$ cat src/cbuf_pkg.sv
/*
 * Constants, states and the register image shared by the clock buffer control bank.
 * Assumes a single mclk domain and the two-wire serial bus pins sampled synchronously to mclk.
 */
`default_nettype none

package cbuf_pkg;

   // 7-bit bus address; the strap decode is outside this block
   localparam logic [6:0] DEV_ADDR_DEFAULT = 7'h6C;

   // register indices
   localparam logic [7:0] IDX_PLL_READBACK = 8'h00;
   localparam logic [7:0] IDX_LOWER_EN = 8'h01;
   localparam logic [7:0] IDX_UPPER_EN = 8'h02;
   localparam logic [7:0] IDX_PLL_SW = 8'h03;
   localparam logic [7:0] IDX_MAP_A = 8'h04;
   localparam logic [7:0] IDX_MAKER_REV = 8'h05;
   localparam logic [7:0] IDX_PART_ID = 8'h06;
   localparam logic [7:0] IDX_READ_LEN = 8'h07;
   localparam logic [7:0] IDX_MAP_B = 8'h08;

   // reset values
   localparam logic [7:0] UPPER_EN_RST = 8'hFF;
   localparam logic PLL_SEL_RST = 1'b0;
   localparam logic [1:0] PLL_MODE_RST = 2'h3;
   localparam logic [7:0] MAP_A_RST = 8'hFF;
   localparam logic [7:0] MAP_B_RST = 8'h00;
   localparam logic [4:0] READ_LEN_RST = 5'h08;

   // field positions
   localparam int PLL_SEL_BIT = 3;
   localparam int PLL_MODE_HI = 2;
   localparam int PLL_MODE_LO = 1;
   localparam int READ_LEN_HI = 4;
   localparam int MAP_A_BASE = 5;

   // lower group enables live outside this bank, so they count as always on here but read back as 0
   localparam logic [7:0] LOWER_EN_FIXED = 8'hFF;

   // identification values: arbitrary, chosen for this design
   localparam logic [3:0] REV_NIBBLE = 4'hA;
   localparam logic [3:0] MAKER_NIBBLE = 4'h5;
   localparam logic [7:0] PART_ID = 8'h5A;

   // output driven by each pin of map b, bit 7 first
   localparam logic [7:0][3:0] MAP_B_TARGET = {4'hD, 4'hE, 4'hF, 4'h0, 4'h1, 4'h2, 4'h3, 4'h4};

   localparam logic [3:0] BITS_PER_BYTE = 4'h8;

   typedef enum logic [4:0] {
      ST_IDLE = 5'h01,
      ST_RECV = 5'h02,
      ST_ACK = 5'h04,
      ST_SEND = 5'h08,
      ST_HACK = 5'h10
   } bus_state_e;

   typedef enum logic [3:0] {
      PH_ADDR = 4'h1,
      PH_INDEX = 4'h2,
      PH_COUNT = 4'h4,
      PH_DATA = 4'h8
   } phase_e;

   typedef struct packed {
      logic [7:0] upper_en;
      logic pll_sel;
      logic [1:0] pll_mode;
      logic [7:0] map_a;
      logic [4:0] read_len;
      logic [7:0] map_b;
   } regs_s;

   localparam regs_s REGS_RST = '{UPPER_EN_RST, PLL_SEL_RST, PLL_MODE_RST, MAP_A_RST, READ_LEN_RST, MAP_B_RST};

endpackage : cbuf_pkg

`default_nettype wire

$ cat src/clock_buffer_smbus_control_bank.sv
/*
 * Control register bank of a 16-output differential clock buffer, reached over the two-wire
 * serial bus as a block read/write slave, plus the output gating and PLL mode selection.
 * Assumes scl/sda and the gate pins are already synchronous to mclk; sda is open drain and the
 * surroundings resolve the wire from sda_oe.
 */
// What this block does
// - Byte 2 holds eight RW enables for outputs 15..8, default 1; 0 stops output.
// - An enabled output runs freely unless a mapped gate pin also gates it.
// - Byte 3 bit 3 picks PLL mode source: 0 strap latch, 1 software; reset 0.
// - With override on, PLL mode comes from byte 3 bits 2:1, RW, reset 1 each.
// - Software mode bits use the same code as the readback field.
// - Byte 0 bits 7:6 keep reporting the strap-latched mode even under override.
// - Byte 4 bit i maps gate pin i+5 onto output i+5; RW default 1.
// - A 0 in a map bit leaves that output free of that pin.
// - Byte 8 bits 7..0 map pins 12..5 onto outputs 13,14,15,0..4; default 0.
// - Byte 7 bits 4:0 are the RW read length; bits 7:5 read 0.
// - Read length resets to 8, so default block read gives bytes 0..7.
// - Block read: index write, repeated start, count byte then data until host nacks.
`timescale 1ns/1ns
`default_nettype none

module clock_buffer_smbus_control_bank #(
   parameter logic [6:0] SLAVE_ADDR = cbuf_pkg::DEV_ADDR_DEFAULT
) (
   input wire logic mclk,
   input wire logic rst_n,
   input wire logic scl_in,
   input wire logic sda_in,
   output logic sda_out,
   output logic sda_oe,
   input wire logic [7:0] gate_pins_n,
   input wire logic [1:0] pll_strap,
   output logic [15:0] output_run,
   output logic [1:0] pll_mode_out,
   output logic [1:0] pll_readback
);

   // byte engine position and the register image
   cbuf_pkg::bus_state_e state_reg;
   cbuf_pkg::phase_e phase_reg;
   cbuf_pkg::regs_s regs_reg;

   // pin history for edge detection
   logic scl_prev_reg;
   logic sda_prev_reg;

   // byte assembly, addressing and transfer bookkeeping
   logic [7:0] shift_reg;
   logic [3:0] bit_cnt_reg;
   logic [7:0] index_reg;
   logic [7:0] remain_reg;
   logic reading_reg;
   logic host_ack_reg;

   // open-drain drive, strap capture and flopped output controls
   logic sda_oe_reg;
   logic sda_out_reg;
   logic strap_taken_reg;
   logic [1:0] strap_reg;
   logic [15:0] output_run_reg;
   logic [1:0] pll_mode_reg;

   // decoded bus events, the read path and output gating
   logic scl_rise;
   logic scl_fall;
   logic start_det;
   logic stop_det;
   logic byte_done;
   logic wr_fire;
   logic [7:0] rd_byte;
   logic [15:0] pin_stop;
   logic [15:0] sw_enable;

   // bus conditions; start and stop are edges of sda while scl stays high
   // pins are taken as already synchronous; a glitch on them would read as a false start
   assign scl_rise = scl_in & ~scl_prev_reg;
   assign scl_fall = ~scl_in & scl_prev_reg;
   assign start_det = scl_in & scl_prev_reg & sda_prev_reg & ~sda_in;
   assign stop_det = scl_in & scl_prev_reg & ~sda_prev_reg & sda_in;

   // the ninth clock never shifts, so a byte is done at the eighth bit's falling clock;
   // a data write lands then, and only while the announced count is not used up
   assign byte_done = scl_fall && (bit_cnt_reg == cbuf_pkg::BITS_PER_BYTE);
   assign wr_fire = (state_reg == cbuf_pkg::ST_RECV) && (phase_reg == cbuf_pkg::PH_DATA) && byte_done
                    && (remain_reg != 8'h00) && !start_det && !stop_det;

   // previous pin levels for edge detection
   always_ff @(posedge mclk or negedge rst_n) begin
      if (!rst_n) begin
         scl_prev_reg <= 1'b1;
         sda_prev_reg <= 1'b1;
      end else begin
         scl_prev_reg <= scl_in;
         sda_prev_reg <= sda_in;
      end
   end

   // read mux; unmapped indices and reserved bits answer zero
   always_comb begin
      case (index_reg)
         cbuf_pkg::IDX_PLL_READBACK: rd_byte = {strap_reg, 6'h00};
         cbuf_pkg::IDX_LOWER_EN: rd_byte = 8'h00;
         cbuf_pkg::IDX_UPPER_EN: rd_byte = regs_reg.upper_en;
         cbuf_pkg::IDX_PLL_SW: rd_byte = {4'h0, regs_reg.pll_sel, regs_reg.pll_mode, 1'b0};
         cbuf_pkg::IDX_MAP_A: rd_byte = regs_reg.map_a;
         cbuf_pkg::IDX_MAKER_REV: rd_byte = {cbuf_pkg::REV_NIBBLE, cbuf_pkg::MAKER_NIBBLE};
         cbuf_pkg::IDX_PART_ID: rd_byte = cbuf_pkg::PART_ID;
         cbuf_pkg::IDX_READ_LEN: rd_byte = {3'h0, regs_reg.read_len};
         cbuf_pkg::IDX_MAP_B: rd_byte = regs_reg.map_b;
         default: rd_byte = 8'h00;
      endcase
   end

   // byte engine: receive, acknowledge, transmit and host acknowledge phases
   // flow: idle, recv, ack, then recv again or send for a read; send, hack, then send or idle
   // start and stop win over every state, since the host may issue them at any point
   always_ff @(posedge mclk or negedge rst_n) begin
      if (!rst_n) begin
         state_reg <= cbuf_pkg::ST_IDLE;
         phase_reg <= cbuf_pkg::PH_ADDR;
         shift_reg <= 8'h00;
         bit_cnt_reg <= 4'h0;
         index_reg <= 8'h00;
         remain_reg <= 8'h00;
         reading_reg <= 1'b0;
         host_ack_reg <= 1'b0;
         sda_oe_reg <= 1'b0;
      end else if (start_det) begin
         // a repeated start keeps the index so a read can follow the index write
         state_reg <= cbuf_pkg::ST_RECV;
         phase_reg <= cbuf_pkg::PH_ADDR;
         bit_cnt_reg <= 4'h0;
         sda_oe_reg <= 1'b0;
      end else if (stop_det) begin
         state_reg <= cbuf_pkg::ST_IDLE;
         sda_oe_reg <= 1'b0;
      end else begin
         case (state_reg)
            cbuf_pkg::ST_IDLE: begin
               sda_oe_reg <= 1'b0;
            end
            cbuf_pkg::ST_RECV: begin
               if (scl_rise && bit_cnt_reg != cbuf_pkg::BITS_PER_BYTE) begin
                  shift_reg <= {shift_reg[6:0], sda_in};
                  bit_cnt_reg <= bit_cnt_reg + 4'h1;
               end else if (byte_done) begin
                  bit_cnt_reg <= 4'h0;
                  state_reg <= cbuf_pkg::ST_ACK;
                  sda_oe_reg <= 1'b1;
                  case (phase_reg)
                     cbuf_pkg::PH_ADDR: begin
                        reading_reg <= shift_reg[0];
                        if (shift_reg[7:1] != SLAVE_ADDR) begin
                           // not ours: stay off the bus until the next start
                           state_reg <= cbuf_pkg::ST_IDLE;
                           sda_oe_reg <= 1'b0;
                        end
                     end
                     cbuf_pkg::PH_INDEX: index_reg <= shift_reg;
                     cbuf_pkg::PH_COUNT: remain_reg <= shift_reg;
                     cbuf_pkg::PH_DATA: begin
                        if (remain_reg != 8'h00) begin
                           index_reg <= index_reg + 8'h01;
                           remain_reg <= remain_reg - 8'h01;
                        end else begin
                           // bytes beyond the announced count are refused
                           state_reg <= cbuf_pkg::ST_IDLE;
                           sda_oe_reg <= 1'b0;
                        end
                     end
                     default: state_reg <= cbuf_pkg::ST_IDLE;
                  endcase
               end
            end
            cbuf_pkg::ST_ACK: begin
               if (scl_fall) begin
                  bit_cnt_reg <= 4'h0;
                  if (phase_reg == cbuf_pkg::PH_ADDR && reading_reg) begin
                     // read opens with the length byte
                     shift_reg <= {3'h0, regs_reg.read_len};
                     sda_oe_reg <= 1'b1; // length msb is always 0
                     state_reg <= cbuf_pkg::ST_SEND;
                  end else begin
                     sda_oe_reg <= 1'b0;
                     state_reg <= cbuf_pkg::ST_RECV;
                     case (phase_reg)
                        cbuf_pkg::PH_ADDR: phase_reg <= cbuf_pkg::PH_INDEX;
                        cbuf_pkg::PH_INDEX: phase_reg <= cbuf_pkg::PH_COUNT;
                        default: phase_reg <= cbuf_pkg::PH_DATA;
                     endcase
                  end
               end
            end
            cbuf_pkg::ST_SEND: begin
               // next bit goes out just after scl falls, so sda is settled well before the rise
               if (scl_rise) begin
                  bit_cnt_reg <= bit_cnt_reg + 4'h1;
               end else if (byte_done) begin
                  sda_oe_reg <= 1'b0;
                  state_reg <= cbuf_pkg::ST_HACK;
               end else if (scl_fall) begin
                  shift_reg <= {shift_reg[6:0], 1'b0};
                  sda_oe_reg <= ~shift_reg[6];
               end
            end
            cbuf_pkg::ST_HACK: begin
               // host answer is taken at the rise and acted on at the fall
               if (scl_rise) begin
                  host_ack_reg <= ~sda_in;
               end else if (scl_fall) begin
                  bit_cnt_reg <= 4'h0;
                  if (host_ack_reg) begin
                     shift_reg <= rd_byte;
                     sda_oe_reg <= ~rd_byte[7];
                     index_reg <= index_reg + 8'h01;
                     state_reg <= cbuf_pkg::ST_SEND;
                  end else begin
                     // host nack ends the read; wait for stop
                     state_reg <= cbuf_pkg::ST_IDLE;
                     sda_oe_reg <= 1'b0;
                  end
               end
            end
            default: begin
               state_reg <= cbuf_pkg::ST_IDLE;
               sda_oe_reg <= 1'b0;
            end
         endcase
      end
   end

   // register writes; read-only and reserved bits never take host data
   // limitation: each byte lands on its own, so a multi-byte update is not atomic
   always_ff @(posedge mclk or negedge rst_n) begin
      if (!rst_n) begin
         regs_reg <= cbuf_pkg::REGS_RST;
      end else if (wr_fire) begin
         case (index_reg)
            cbuf_pkg::IDX_UPPER_EN: regs_reg.upper_en <= shift_reg;
            cbuf_pkg::IDX_PLL_SW: begin
               regs_reg.pll_sel <= shift_reg[cbuf_pkg::PLL_SEL_BIT];
               regs_reg.pll_mode <= shift_reg[cbuf_pkg::PLL_MODE_HI:cbuf_pkg::PLL_MODE_LO];
            end
            cbuf_pkg::IDX_MAP_A: regs_reg.map_a <= shift_reg;
            cbuf_pkg::IDX_READ_LEN: regs_reg.read_len <= shift_reg[cbuf_pkg::READ_LEN_HI:0];
            cbuf_pkg::IDX_MAP_B: regs_reg.map_b <= shift_reg;
            default: regs_reg <= regs_reg;
         endcase
      end
   end

   // strap is caught on the first edge after reset release, never under reset itself
   // the strap is read once, so a pin that moves later never reaches the readback
   always_ff @(posedge mclk or negedge rst_n) begin
      if (!rst_n) begin
         strap_taken_reg <= 1'b0;
         strap_reg <= 2'h0;
      end else if (!strap_taken_reg) begin
         strap_taken_reg <= 1'b1;
         strap_reg <= pll_strap;
      end
   end

   // one gate per pin and map; map a aims at outputs 5..12 and map b at the rest,
   // so every stop bit has exactly one driver
   // a mapped pin that is high (deasserted) stops its output; an unmapped pin has no say
   for (genvar g = 0; g < 8; g++) begin : gen_pin_gate
      // map a: pin g+5 onto output g+5
      assign pin_stop[g + cbuf_pkg::MAP_A_BASE] = regs_reg.map_a[g] & gate_pins_n[g];
      // map b: pin g+5 onto the output named by its target table
      assign pin_stop[cbuf_pkg::MAP_B_TARGET[g]] = regs_reg.map_b[g] & gate_pins_n[g];
   end

   // lower outputs keep a fixed software enable here; only their mapped pins can stop them
   assign sw_enable = {regs_reg.upper_en, cbuf_pkg::LOWER_EN_FIXED};

   // registered output controls; mode change is seen at once, the system warm reset makes it safe
   // trade-off: one cycle of latency buys glitch-free controls at the pins
   always_ff @(posedge mclk or negedge rst_n) begin
      if (!rst_n) begin
         output_run_reg <= 16'h0000;
         pll_mode_reg <= cbuf_pkg::PLL_MODE_RST;
         sda_out_reg <= 1'b0;
      end else begin
         output_run_reg <= sw_enable & ~pin_stop;
         pll_mode_reg <= regs_reg.pll_sel ? regs_reg.pll_mode : strap_reg;
         sda_out_reg <= 1'b0; // open drain: only ever pulls low
      end
   end

   // every port comes straight from a flop
   assign sda_out = sda_out_reg;
   assign sda_oe = sda_oe_reg;
   assign output_run = output_run_reg;
   assign pll_mode_out = pll_mode_reg;
   assign pll_readback = strap_reg;

endmodule : clock_buffer_smbus_control_bank

`default_nettype wire

$ cat config.mk
export PLATFORM = sky130hd
export DESIGN_NAME = clock_buffer_smbus_control_bank
export DESIGN_NICKNAME = d
export VERILOG_FILES = /design/src/cbuf_pkg.sv /design/src/clock_buffer_smbus_control_bank.sv
export SDC_FILE = /design/constraint.sdc
export NUM_CORES = 1
export LEC_CHECK = 0
export BUFFER_PORTS_ARGS = -buffer_cell sky130_fd_sc_hd__buf_2
export CAP_MARGIN = 20
export CORE_MARGIN = 10
export CORE_UTILIZATION = 45
export DETAILED_ROUTE_END_ITERATION = 8
export HOLD_SLACK_MARGIN = 0.12
export PLACE_DENSITY_LB_ADDON = 0.05
export SYNTH_ARGS = -nofsm -noshare
export SYNTH_HDL_FRONTEND = slang
export SYNTH_SLANG_ARGS = --single-unit
export TNS_END_PERCENT = 10
$ cat constraint.sdc
create_clock -name mclk -period 2.52 [get_ports mclk]
set_input_delay 0 -clock mclk [delete_from_list [all_inputs] [get_ports mclk]]
set_output_delay 0 -clock mclk [all_outputs]
set_load 0.02 [all_outputs]
==> results.sh, run 1 <==
export IMPL_initial_core_util_pct=46.4
export IMPL_p_seq_share_pct=45.3
export IMPL_clk_latency_ns=0.35
export IMPL_synth_area_um2=5340
export IMPL_async_flop_share_pct=100
export IMPL_min_period_ns=2.43
export IMPL_swShare_pct=35.1
export IMPL_areaGrowthSynthToFinish_pct=17.9
export IMPL_grt_pass1_wl_mm=24.9
export IMPL_grt_max_degree=57
export IMPL_wl_per_cell_um=20.4
export IMPL_end_kind="flip-flop"
export IMPL_peakVddDrop_v=0.000396
export IMPL_p_per_area_nw_per_um2=675
export IMPL_power_mw=4.25
export IMPL_drt_pass1_iterations=5
export IMPL_synth_top_cell_area_share_pct=32.8
export IMPL_finalHoldViolCount=0
export IMPL_fp_dieArea_um2=16600
export IMPL_fmax_mhz=411
export IMPL_die_h_um=129
export IMPL_nNetsFinal=613
export IMPL_cts_setup_buffers=0
export IMPL_synth_top_cell_by_area="dfrtp_1"
export IMPL_core_area_um2=11500
export IMPL_cp_max_fo=5
export IMPL_overflow=0
export IMPL_cts_tree="done"
export IMPL_vias_per_cell=6.07
export IMPL_syn_nets=548
export IMPL_p_comb_share_pct=23.8
export IMPL_drc=0
export IMPL_ys_top_cells_by_area="dfrtp_1 33%, dfstp_2 12%, mux2_2 8.6%"
export IMPL_yosysSeqAreaShare_pct=45.1
export IMPL_critPathRequiredTime_ns=2.76
export IMPL_synthTopCellsByCount="70 x dfrtp_1, 43 x nand2_1, 41 x mux2_2, 29 x a21oi_1, 27 x o21ai_0"
export IMPL_hold_path_class="primary input to asynchronous set/reset pin"
export IMPL_p_switching_mw=1.49
export IMPL_antenna_found_initial=0
export IMPL_clock_sinks=95
export IMPL_ios=36
export IMPL_worst_pin_slew_ns=0.656
export IMPL_ctsHtreeMaxLevel=3
export IMPL_dp_cells=710
export IMPL_rows=39
export IMPL_status="complete, no violations"
export IMPL_fin_skew_ns=0.00872
export IMPL_synth_distinct_cells=79
export IMPL_gp_routability_congestion=0.919
export IMPL_internal_power_mw=2.76
export IMPL_root_buffer="clkbuf_16"
export IMPL_slew_headroom_pct=55.7
export IMPL_leakagePower_nw=2.65
export IMPL_n_antenna_cell=0
export IMPL_critPathKind="flip-flop to flip-flop"
export IMPL_io_buffers=34
export IMPL_p_clk_share_pct=30.9
export IMPL_dp_hpwl_mm=10.9
export IMPL_maxSlewViolCount=0
export IMPL_cts_buffers=9
export IMPL_synth_edff_count=0
export IMPL_grt_pass1_vias=4459
export IMPL_track_usage_pct=18.8
export IMPL_drt_iter0_drc=268
export IMPL_reg2reg_to="regs_reg[23]$_DFFE_PN0P_"
export IMPL_synth_warnings=0
export IMPL_vias=4489
export IMPL_drtAntennaViolNets=0
export IMPL_cap_violations=0
export IMPL_yosys_cell_count_top_type="dfrtp_1"
export IMPL_drive_gt1_share_pct=31.4
export IMPL_die_w_um=129
export IMPL_cts_buffer_depth=2
export IMPL_start_kind="flip-flop"
export IMPL_setup_viol=0
export IMPL_reg2reg_depth=7
export IMPL_syn_avg_cell_area_um2=10.2
export IMPL_grt_setup_unrepaired="false"
export IMPL_synth_seq_cells=95
export IMPL_synth_main_ff_cell="dfrtp_1"
export IMPL_layout_cells_non_filler=739
export IMPL_finalCritPeriodShare_pct=96.4
export IMPL_cts_clk_slew_worst_paths_ns=0.07
export IMPL_netlist_instances=526
export IMPL_r2r_start="bit_cnt_reg[0]$_DFFE_PN0P_"
export IMPL_r2r_setup_slack_ns=0.09
export IMPL_largest_reg_flops=32
export IMPL_wl_mm=15.1
export IMPL_arrival_ns=2.67
[cell families (layout without fill, tap and decap cells)]
family / count (synthesis) / in the layout / synth area share, %
and+or+nand+nor: 176 / 176 / 19.1
DFF: 95 / 95 / 45.1
AOI/OAI and AO/OA: 143 / 143 / 18.7
other: 2 / 2 / 0.141
buffers and inverters: 48 / 118 / 3.79
adders and majority gates: 8 / 8 / 1.87
xor gates and xnor gates: 3 / 3 / 0.492
muxes: 51 / 51 / 10.8
[critical path, stage by stage, from the launching register on]
cell,delay (ns)
dfrtp_1,0.40
inv_1,0.10
ha_1,0.17
nand3b_2,0.09
or2_2,0.31
or3_4,0.46
or4_4,0.48
mux2_4,0.31
[worst max-delay path by stage]
stage	endpoint	depth (start not counted)	startpoint
after floorplan	regs_reg[23]$_DFFE_PN0P_	8	bit_cnt_reg[0]$_DFFE_PN0P_
after global placement	regs_reg[2]$_DFFE_PN0P_	7	bit_cnt_reg[0]$_DFFE_PN0P_
after CTS	shift_reg[0]$_DFFE_PN0P_	6	phase_reg[0]$_DFFE_PN1P_
after global routing	bit_cnt_reg[2]$_DFFE_PN0P_	7	state_reg[2]$_DFFE_PN0P_
final	regs_reg[23]$_DFFE_PN0P_	7	bit_cnt_reg[0]$_DFFE_PN0P_
after detailed placement	regs_reg[2]$_DFFE_PN0P_	7	bit_cnt_reg[0]$_DFFE_PN0P_
[final cells by class]
cell class                 count  area, um^2
tap                          143         179
fill                        1038        5220
timing repair buffer          88         623
multi-input combinational    383        2760
inverter                      14        52.6
clock buffer                  10         229
sequential                    95        2410
clock inverter                 6        50.0
[through the flow]
stage	utilization, %	hold WS (ns)	setup slack [ns]	setup TNS (ns)	instance area, um^2
after floorplan	-	-0.296	0.0484	0	5340
after global placement	51.0	0.0405	0.0451	0	5870
after detailed placement	51.0	0.0396	-0.00576	-0.0103	5870
after CTS	54.6	0.210	0.0512	0	6280
after global routing	54.7	0.244	0.00429	0	6300
final	54.7	0.197	0.0896	0	6300
[power groups by stage]
stage          Combinational [mW]  Clock [mW]  Sequential (mW)
3_5_place_dp                0.973           0             1.94
5_1_grt                      1.10        1.40             1.94
4_1_cts                     0.995        1.34             1.92
6_report                     1.01        1.32             1.93
2_1_floorplan               0.697           0             1.76
3_3_place_gp                0.975           0             1.95
[layout by cell type, fill, tap and decap left out, types with 8 or more instances in the layout]
master         Yosys  layout
mux2_2            41      41
and3_1             9       9
nand4_1            8       8
nor2b_1            9       8
nand3_1           22      22
a21boi_0           9       9
dlygate4sd3_1      0      13
dfrtp_1           70      70
nor2_1            26      26
o21ai_0           27      26
o31ai_1            9       9
ha_1               8       8
buf_2              5      33
nand2_1           43      42
dfstp_2           25      25
buf_4              2      41
inv_1             14      14
clkbuf_16          0       9
a21oi_1           29      29
nand2b_1           9       9
[routing by layer]
| layer | track usage, % | share of wire [%] | vias to the layer above |
|---|---|---|---|
| met5 | 0 | 0 | - |
| met3 | 3.41 | 5.8 | 14 |
| li1 | - | - | 2098 |
| met1 | 26.9 | 48 | 2247 |
| met2 | 28.2 | 45 | 130 |
| met4 | 6.09 | 1.3 | 0 |
[what timing repair did]
action | 4_1_cts | 5_1_grt
gates cloned | 0 | 0
endpoints found under the hold margin | 62 | 0
hold buffers | 13 | 0
gates resized for setup | 1 | 5
setup endpoints to repair | 12 | 15
Power figures use the tool's default switching activity.
==> run 2: changes to the inputs <==
- SETUP_SLACK_MARGIN: not set -> 0.4
==> results.sh, run 2 (synthesis gave the netlist of run 1 again) <==
export IMPL_leakagePower_nw=2.76
export IMPL_nNetsFinal=630
export IMPL_setup_ws_ns=0.196
export IMPL_status="complete, no violations"
export IMPL_regArea_um2=2410
export IMPL_cp_max_fo=6
export IMPL_wl_mm=15.2
export IMPL_ctsHtreeMaxLevel=3
export IMPL_slew_headroom_pct=58.0
export IMPL_gp_routability_congestion=0.927
export IMPL_dp_hpwl_mm=11.0
export IMPL_start_kind="flip-flop"
export IMPL_cts_clk_slew_worst_paths_ns=0.07
export IMPL_reg2reg_to="shift_reg[2]$_DFFE_PN0P_"
export IMPL_peakVddDrop_v=0.000435
export IMPL_setup_viol=0
export IMPL_final_cell_mix="69 x dfrtp_1, 55 x buf_4, 42 x nand2_1"
export IMPL_p_per_area_nw_per_um2=665
export IMPL_drc=0
export IMPL_power_mw=4.35
export IMPL_worst_pin_slew_ns=0.621
export IMPL_finalHoldViolCount=0
export IMPL_cap_violations=0
export IMPL_layout_cells_non_filler=756
export IMPL_vias_per_cell=5.96
export IMPL_finalInstanceArea_um2=6550
export IMPL_n_antenna_cell=0
export IMPL_ios=36
export IMPL_critPathKind="flip-flop to flip-flop"
export IMPL_grt_max_degree=42
export IMPL_fin_setup_tns_ns=0
export IMPL_overflow=0
export IMPL_grt_pass1_vias=4473
export IMPL_grt_pass1_wl_mm=24.8
export IMPL_rows=39
export IMPL_grt_setup_unrepaired="true"
export IMPL_vias=4502
export IMPL_die_w_um=129
export IMPL_core_area_um2=11500
export IMPL_cts_buffer_depth=2
export IMPL_die_h_um=129
export IMPL_multi_input_area_um2=2830
export IMPL_io_buffers=34
export IMPL_fmax_mhz=430
export IMPL_cts_tree="done"
export IMPL_largest_reg_flops=32
export IMPL_hold_path_class="primary input to asynchronous set/reset pin"
export IMPL_areaGrowthSynthToFinish_pct=22.6
export IMPL_drtAntennaViolNets=0
export IMPL_end_kind="flip-flop"
export IMPL_fill_cells=1012
export IMPL_min_period_ns=2.32
export IMPL_fin_skew_ns=0.0104
export IMPL_r2r_start="index_reg[6]$_DFFE_PN0P_"
export IMPL_drt_pass1_iterations=5
export IMPL_dp_slack_ns=0.0363
export IMPL_r2r_setup_slack_ns=0.20
export IMPL_final_common_cell="dfrtp_1"
export IMPL_root_buffer="clkbuf_16"
export IMPL_arrival_ns=2.57
export IMPL_clk_latency_ns=0.35
export IMPL_reg2reg_depth=5
export IMPL_maxSlewViolCount=0
export IMPL_clock_sinks=95
export IMPL_postPlaceCellArea_um2=5900
export IMPL_drt_iter0_drc=291
export IMPL_critPathRequiredTime_ns=2.77
export IMPL_wl_per_cell_um=20.1
export IMPL_finalCritPeriodShare_pct=92.2
export IMPL_drive_gt1_share_pct=34.4
export IMPL_dp_cells=713
export IMPL_antenna_found_initial=0
export IMPL_track_usage_pct=18.9
export IMPL_cts_buffers=9
export IMPL_fp_dieArea_um2=16600
export IMPL_initial_core_util_pct=46.4
[run 2: final cells by class]
type	instances	share of cell area [%]
timing repair buffer	105	11.8
tap	143	2.73
sequential	95	36.8
multi-input combinational	383	43.3
clock inverter	6	1.13
clock buffer	10	3.50
inverter	14	0.802
[run 2: worst max path at each step]
stage	startpoint	endpoint	slack [ns]
2_1_floorplan	bit_cnt_reg[1]$_DFFE_PN0P_	regs_reg[23]$_DFFE_PN0P_	0.14
3_3_place_gp	bit_cnt_reg[1]$_DFFE_PN0P_	regs_reg[0]$_DFFE_PN0P_	0.12
3_5_place_dp	bit_cnt_reg[1]$_DFFE_PN0P_	regs_reg[5]$_DFFE_PN0P_	0.04
4_1_cts	phase_reg[0]$_DFFE_PN1P_	shift_reg[2]$_DFFE_PN0P_	0.21
5_1_grt	state_reg[4]$_DFFE_PN0P_	shift_reg[5]$_DFFE_PN0P_	0.12
6_report	index_reg[6]$_DFFE_PN0P_	shift_reg[2]$_DFFE_PN0P_	0.20
[run 2: through the flow]
step | hold slack, ns | util, %
floorplan | -0.296 | -
global placement | 0.0243 | 51.2
detailed placement | 0.0316 | 51.2
CTS | 0.182 | 56.4
global route | 0.226 | 56.9
finish | 0.181 | 56.9
[run 2: per-layer routing]
layer,up-vias,track usage (%),share of wire [%]
met3,17,2.79,5.2
met4,0,6.56,1.5
met5,-,0,0
met2,125,28.4,45
met1,2226,27.1,48
li1,2134,-,-
[run 2: worst max-delay path, cell delays in order (launching register included)]
cell,delay (ns)
dfrtp_1,0.42
or4_1,0.71
nor3_1,0.37
and2_1,0.32
a221oi_1,0.15
o31ai_2,0.27
[run 2: power breakdown]
| part | total [mW] | internal (mW) | switching, mW |
|---|---|---|---|
| registers | 1.94 | 1.65 | 0.296 |
| clock network | 1.39 | 0.786 | 0.608 |
| logic | 1.01 | 0.445 | 0.569 |
[run 2: what timing repair did]
| action | in CTS | in global routing |
|---|---|---|
| endpoints found under the setup margin | 52 | 62 |
| pin swaps | 2 | 2 |
| gates resized for setup | 10 | 11 |
| hold buffers | 13 | 0 |
| gates cloned | 0 | 0 |
| endpoints found under the hold margin | 61 | 0 |
| buffers inserted | 12 | 2 |
==> run 3: changes to the inputs <==
- CELL_PAD_IN_SITES_DETAIL_PLACEMENT: not set -> 1
- CELL_PAD_IN_SITES_GLOBAL_PLACEMENT: not set -> 1
- CORE_UTILIZATION: 45 -> 43
- PLACE_DENSITY_LB_ADDON: 0.05 -> 0.1
==> results.sh, run 3 (synthesis gave the netlist of run 1 again) <==
export IMPL_areaGrowthSynthToFinish_pct=24.9
export IMPL_cts_tree="done"
export IMPL_slew_headroom_pct=48.1
export IMPL_crit_cells=5
export IMPL_clock_sinks=95
export IMPL_maxSlewViolCount=0
export IMPL_drc=0
export IMPL_grt_pass1_wl_mm=27.0
export IMPL_antenna_found_initial=0
export IMPL_hold_ws_ns=0.266
export IMPL_cts_buffer_depth=2
export IMPL_max_stage_delay_ns=0.48
export IMPL_ios=36
export IMPL_cts_buffers=9
export IMPL_die_w_um=131
export IMPL_setup_ws_ns=0.177
export IMPL_critPathRequiredTime_ns=2.76
export IMPL_fin_setup_tns_ns=0
export IMPL_critPathKind="flip-flop to flip-flop"
export IMPL_arrival_ns=2.58
export IMPL_ctsHtreeMaxLevel=3
export IMPL_finalCritPeriodShare_pct=93.0
export IMPL_cts_clk_slew_worst_paths_ns=0.07
export IMPL_initial_core_util_pct=44.1
export IMPL_final_common_cell="dfrtp_1"
export IMPL_root_buffer="clkbuf_16"
export IMPL_dp_cells=734
export IMPL_crit_chain="nor4_4 > o211ai_4 > or3_4 > or4_4 > mux2_4"
export IMPL_rows=40
export IMPL_min_period_ns=2.34
export IMPL_clk_latency_ns=0.35
export IMPL_die_h_um=131
export IMPL_drive_gt1_share_pct=36.8
export IMPL_layout_cells_non_filler=780
export IMPL_drt_pass1_iterations=4
export IMPL_overflow=0
export IMPL_cp_num_buf_inv=0
export IMPL_wl_per_cell_um=21.9
export IMPL_final_cell_mix="68 x dfrtp_1, 53 x buf_4, 43 x nand2_1"
export IMPL_drtAntennaViolNets=0
export IMPL_nNetsFinal=629
export IMPL_fin_skew_ns=0.00983
export IMPL_grt_max_degree=60
export IMPL_drt_iter0_drc=243
export IMPL_start_kind="flip-flop"
export IMPL_n_antenna_cell=0
export IMPL_track_usage_pct=19.2
export IMPL_leakagePower_nw=2.77
export IMPL_core_area_um2=12100
export IMPL_fmax_mhz=427
export IMPL_io_buffers=34
export IMPL_grt_pass1_vias=4911
export IMPL_cp_slowest_cell="or4_4"
export IMPL_wl_mm=17.1
export IMPL_setup_viol=0
export IMPL_dp_slack_ns=0.0255
export IMPL_p_per_area_nw_per_um2=658
export IMPL_grt_setup_unrepaired="true"
export IMPL_finalHoldViolCount=0
export IMPL_dp_hpwl_mm=11.9
export IMPL_vias=4641
export IMPL_reg2reg_depth=5
export IMPL_end_kind="flip-flop"
export IMPL_status="complete, no violations"
export IMPL_critPathTopFamily="simple AND/OR/NAND/NOR gates"
export IMPL_cp_max_fo=5
export IMPL_gp_routability_congestion=0.881
export IMPL_worst_pin_slew_ns=0.779
export IMPL_hold_path_class="primary input to asynchronous set/reset pin"
export IMPL_fp_dieArea_um2=17300
export IMPL_largest_reg_flops=32
export IMPL_cap_violations=0
export IMPL_peakVddDrop_v=0.000353
export IMPL_vias_per_cell=5.95
-- run 3: power breakdown --
part           internal (mW)  total (mW)  switching [mW]
registers               1.65        1.93           0.281
clock network          0.684        1.31           0.631
logic                  0.499        1.15           0.651
-- run 3: metrics by stage --
| stage | utilization [%] | cell area [um^2] | power [mW] |
|---|---|---|---|
| 2_1_floorplan | - | 5380 | 2.48 |
| 3_3_place_gp | 48.8 | 5910 | 2.94 |
| 3_5_place_dp | 48.8 | 5910 | 2.95 |
| 4_1_cts | 52.9 | 6410 | 4.30 |
| 5_1_grt | 55.1 | 6680 | 4.61 |
| 6_report | 55.1 | 6680 | 4.40 |
-- run 3: worst register-to-register path: stages (launching register included) --
cell and delay (ns):
dfrtp_1 0.41, nor4_4 0.42, o211ai_4 0.14, or3_4 0.47, or4_4 0.48, mux2_4 0.32
-- run 3: repair_timing --
action	4_1_cts	5_1_grt
endpoints found under the setup margin	53	67
endpoints found under the hold margin	67	0
resized for setup	10	39
buffers inserted	5	11
cloned	0	0
hold buffers	14	0
pin swaps	4	12
-- run 3: per-layer routing --
metal,track usage (%),vias up,share of wire [%]
met3,2.97,19,3.7
met2,31.0,107,49
met1,25.6,2402,46
met5,0,-,0
li1,-,2113,-
met4,6.18,0,1.7
-- run 3: path summary, 6_finish.rpt --
kind | from | end | slack, ns
setup / recovery | state_reg[3]$_DFFE_PN0P_ | regs_reg[23]$_DFFE_PN0P_ | 0.18
hold / removal | rst_n | phase_reg[3]$_DFFE_PN0P_ | 0.27
setup reg to reg | state_reg[3]$_DFFE_PN0P_ | regs_reg[23]$_DFFE_PN0P_ | 0.18
hold reg to reg | regs_reg[3]$_DFFE_PN0P_ | output_run[1]$_DFF_PN0_ | 0.44
max in group asynchronous | rst_n | regs_reg[17]$_DFFE_PN1P_ | 1.49
min in group mclk | sda_in | state_reg[0]$_DFFE_PN1P_ | 0.31
-- run 3: area by class of cell --
type | instances | area, um^2
Sequential cell | 95 | 2410
Fill cell | 1349 | 5440
Inverter | 14 | 52.6
Timing Repair Buffer | 104 | 757
Clock buffer | 10 | 229
Tap cell | 168 | 210
Clock inverter | 6 | 51.3
Multi-Input combinational cell | 383 | 2960
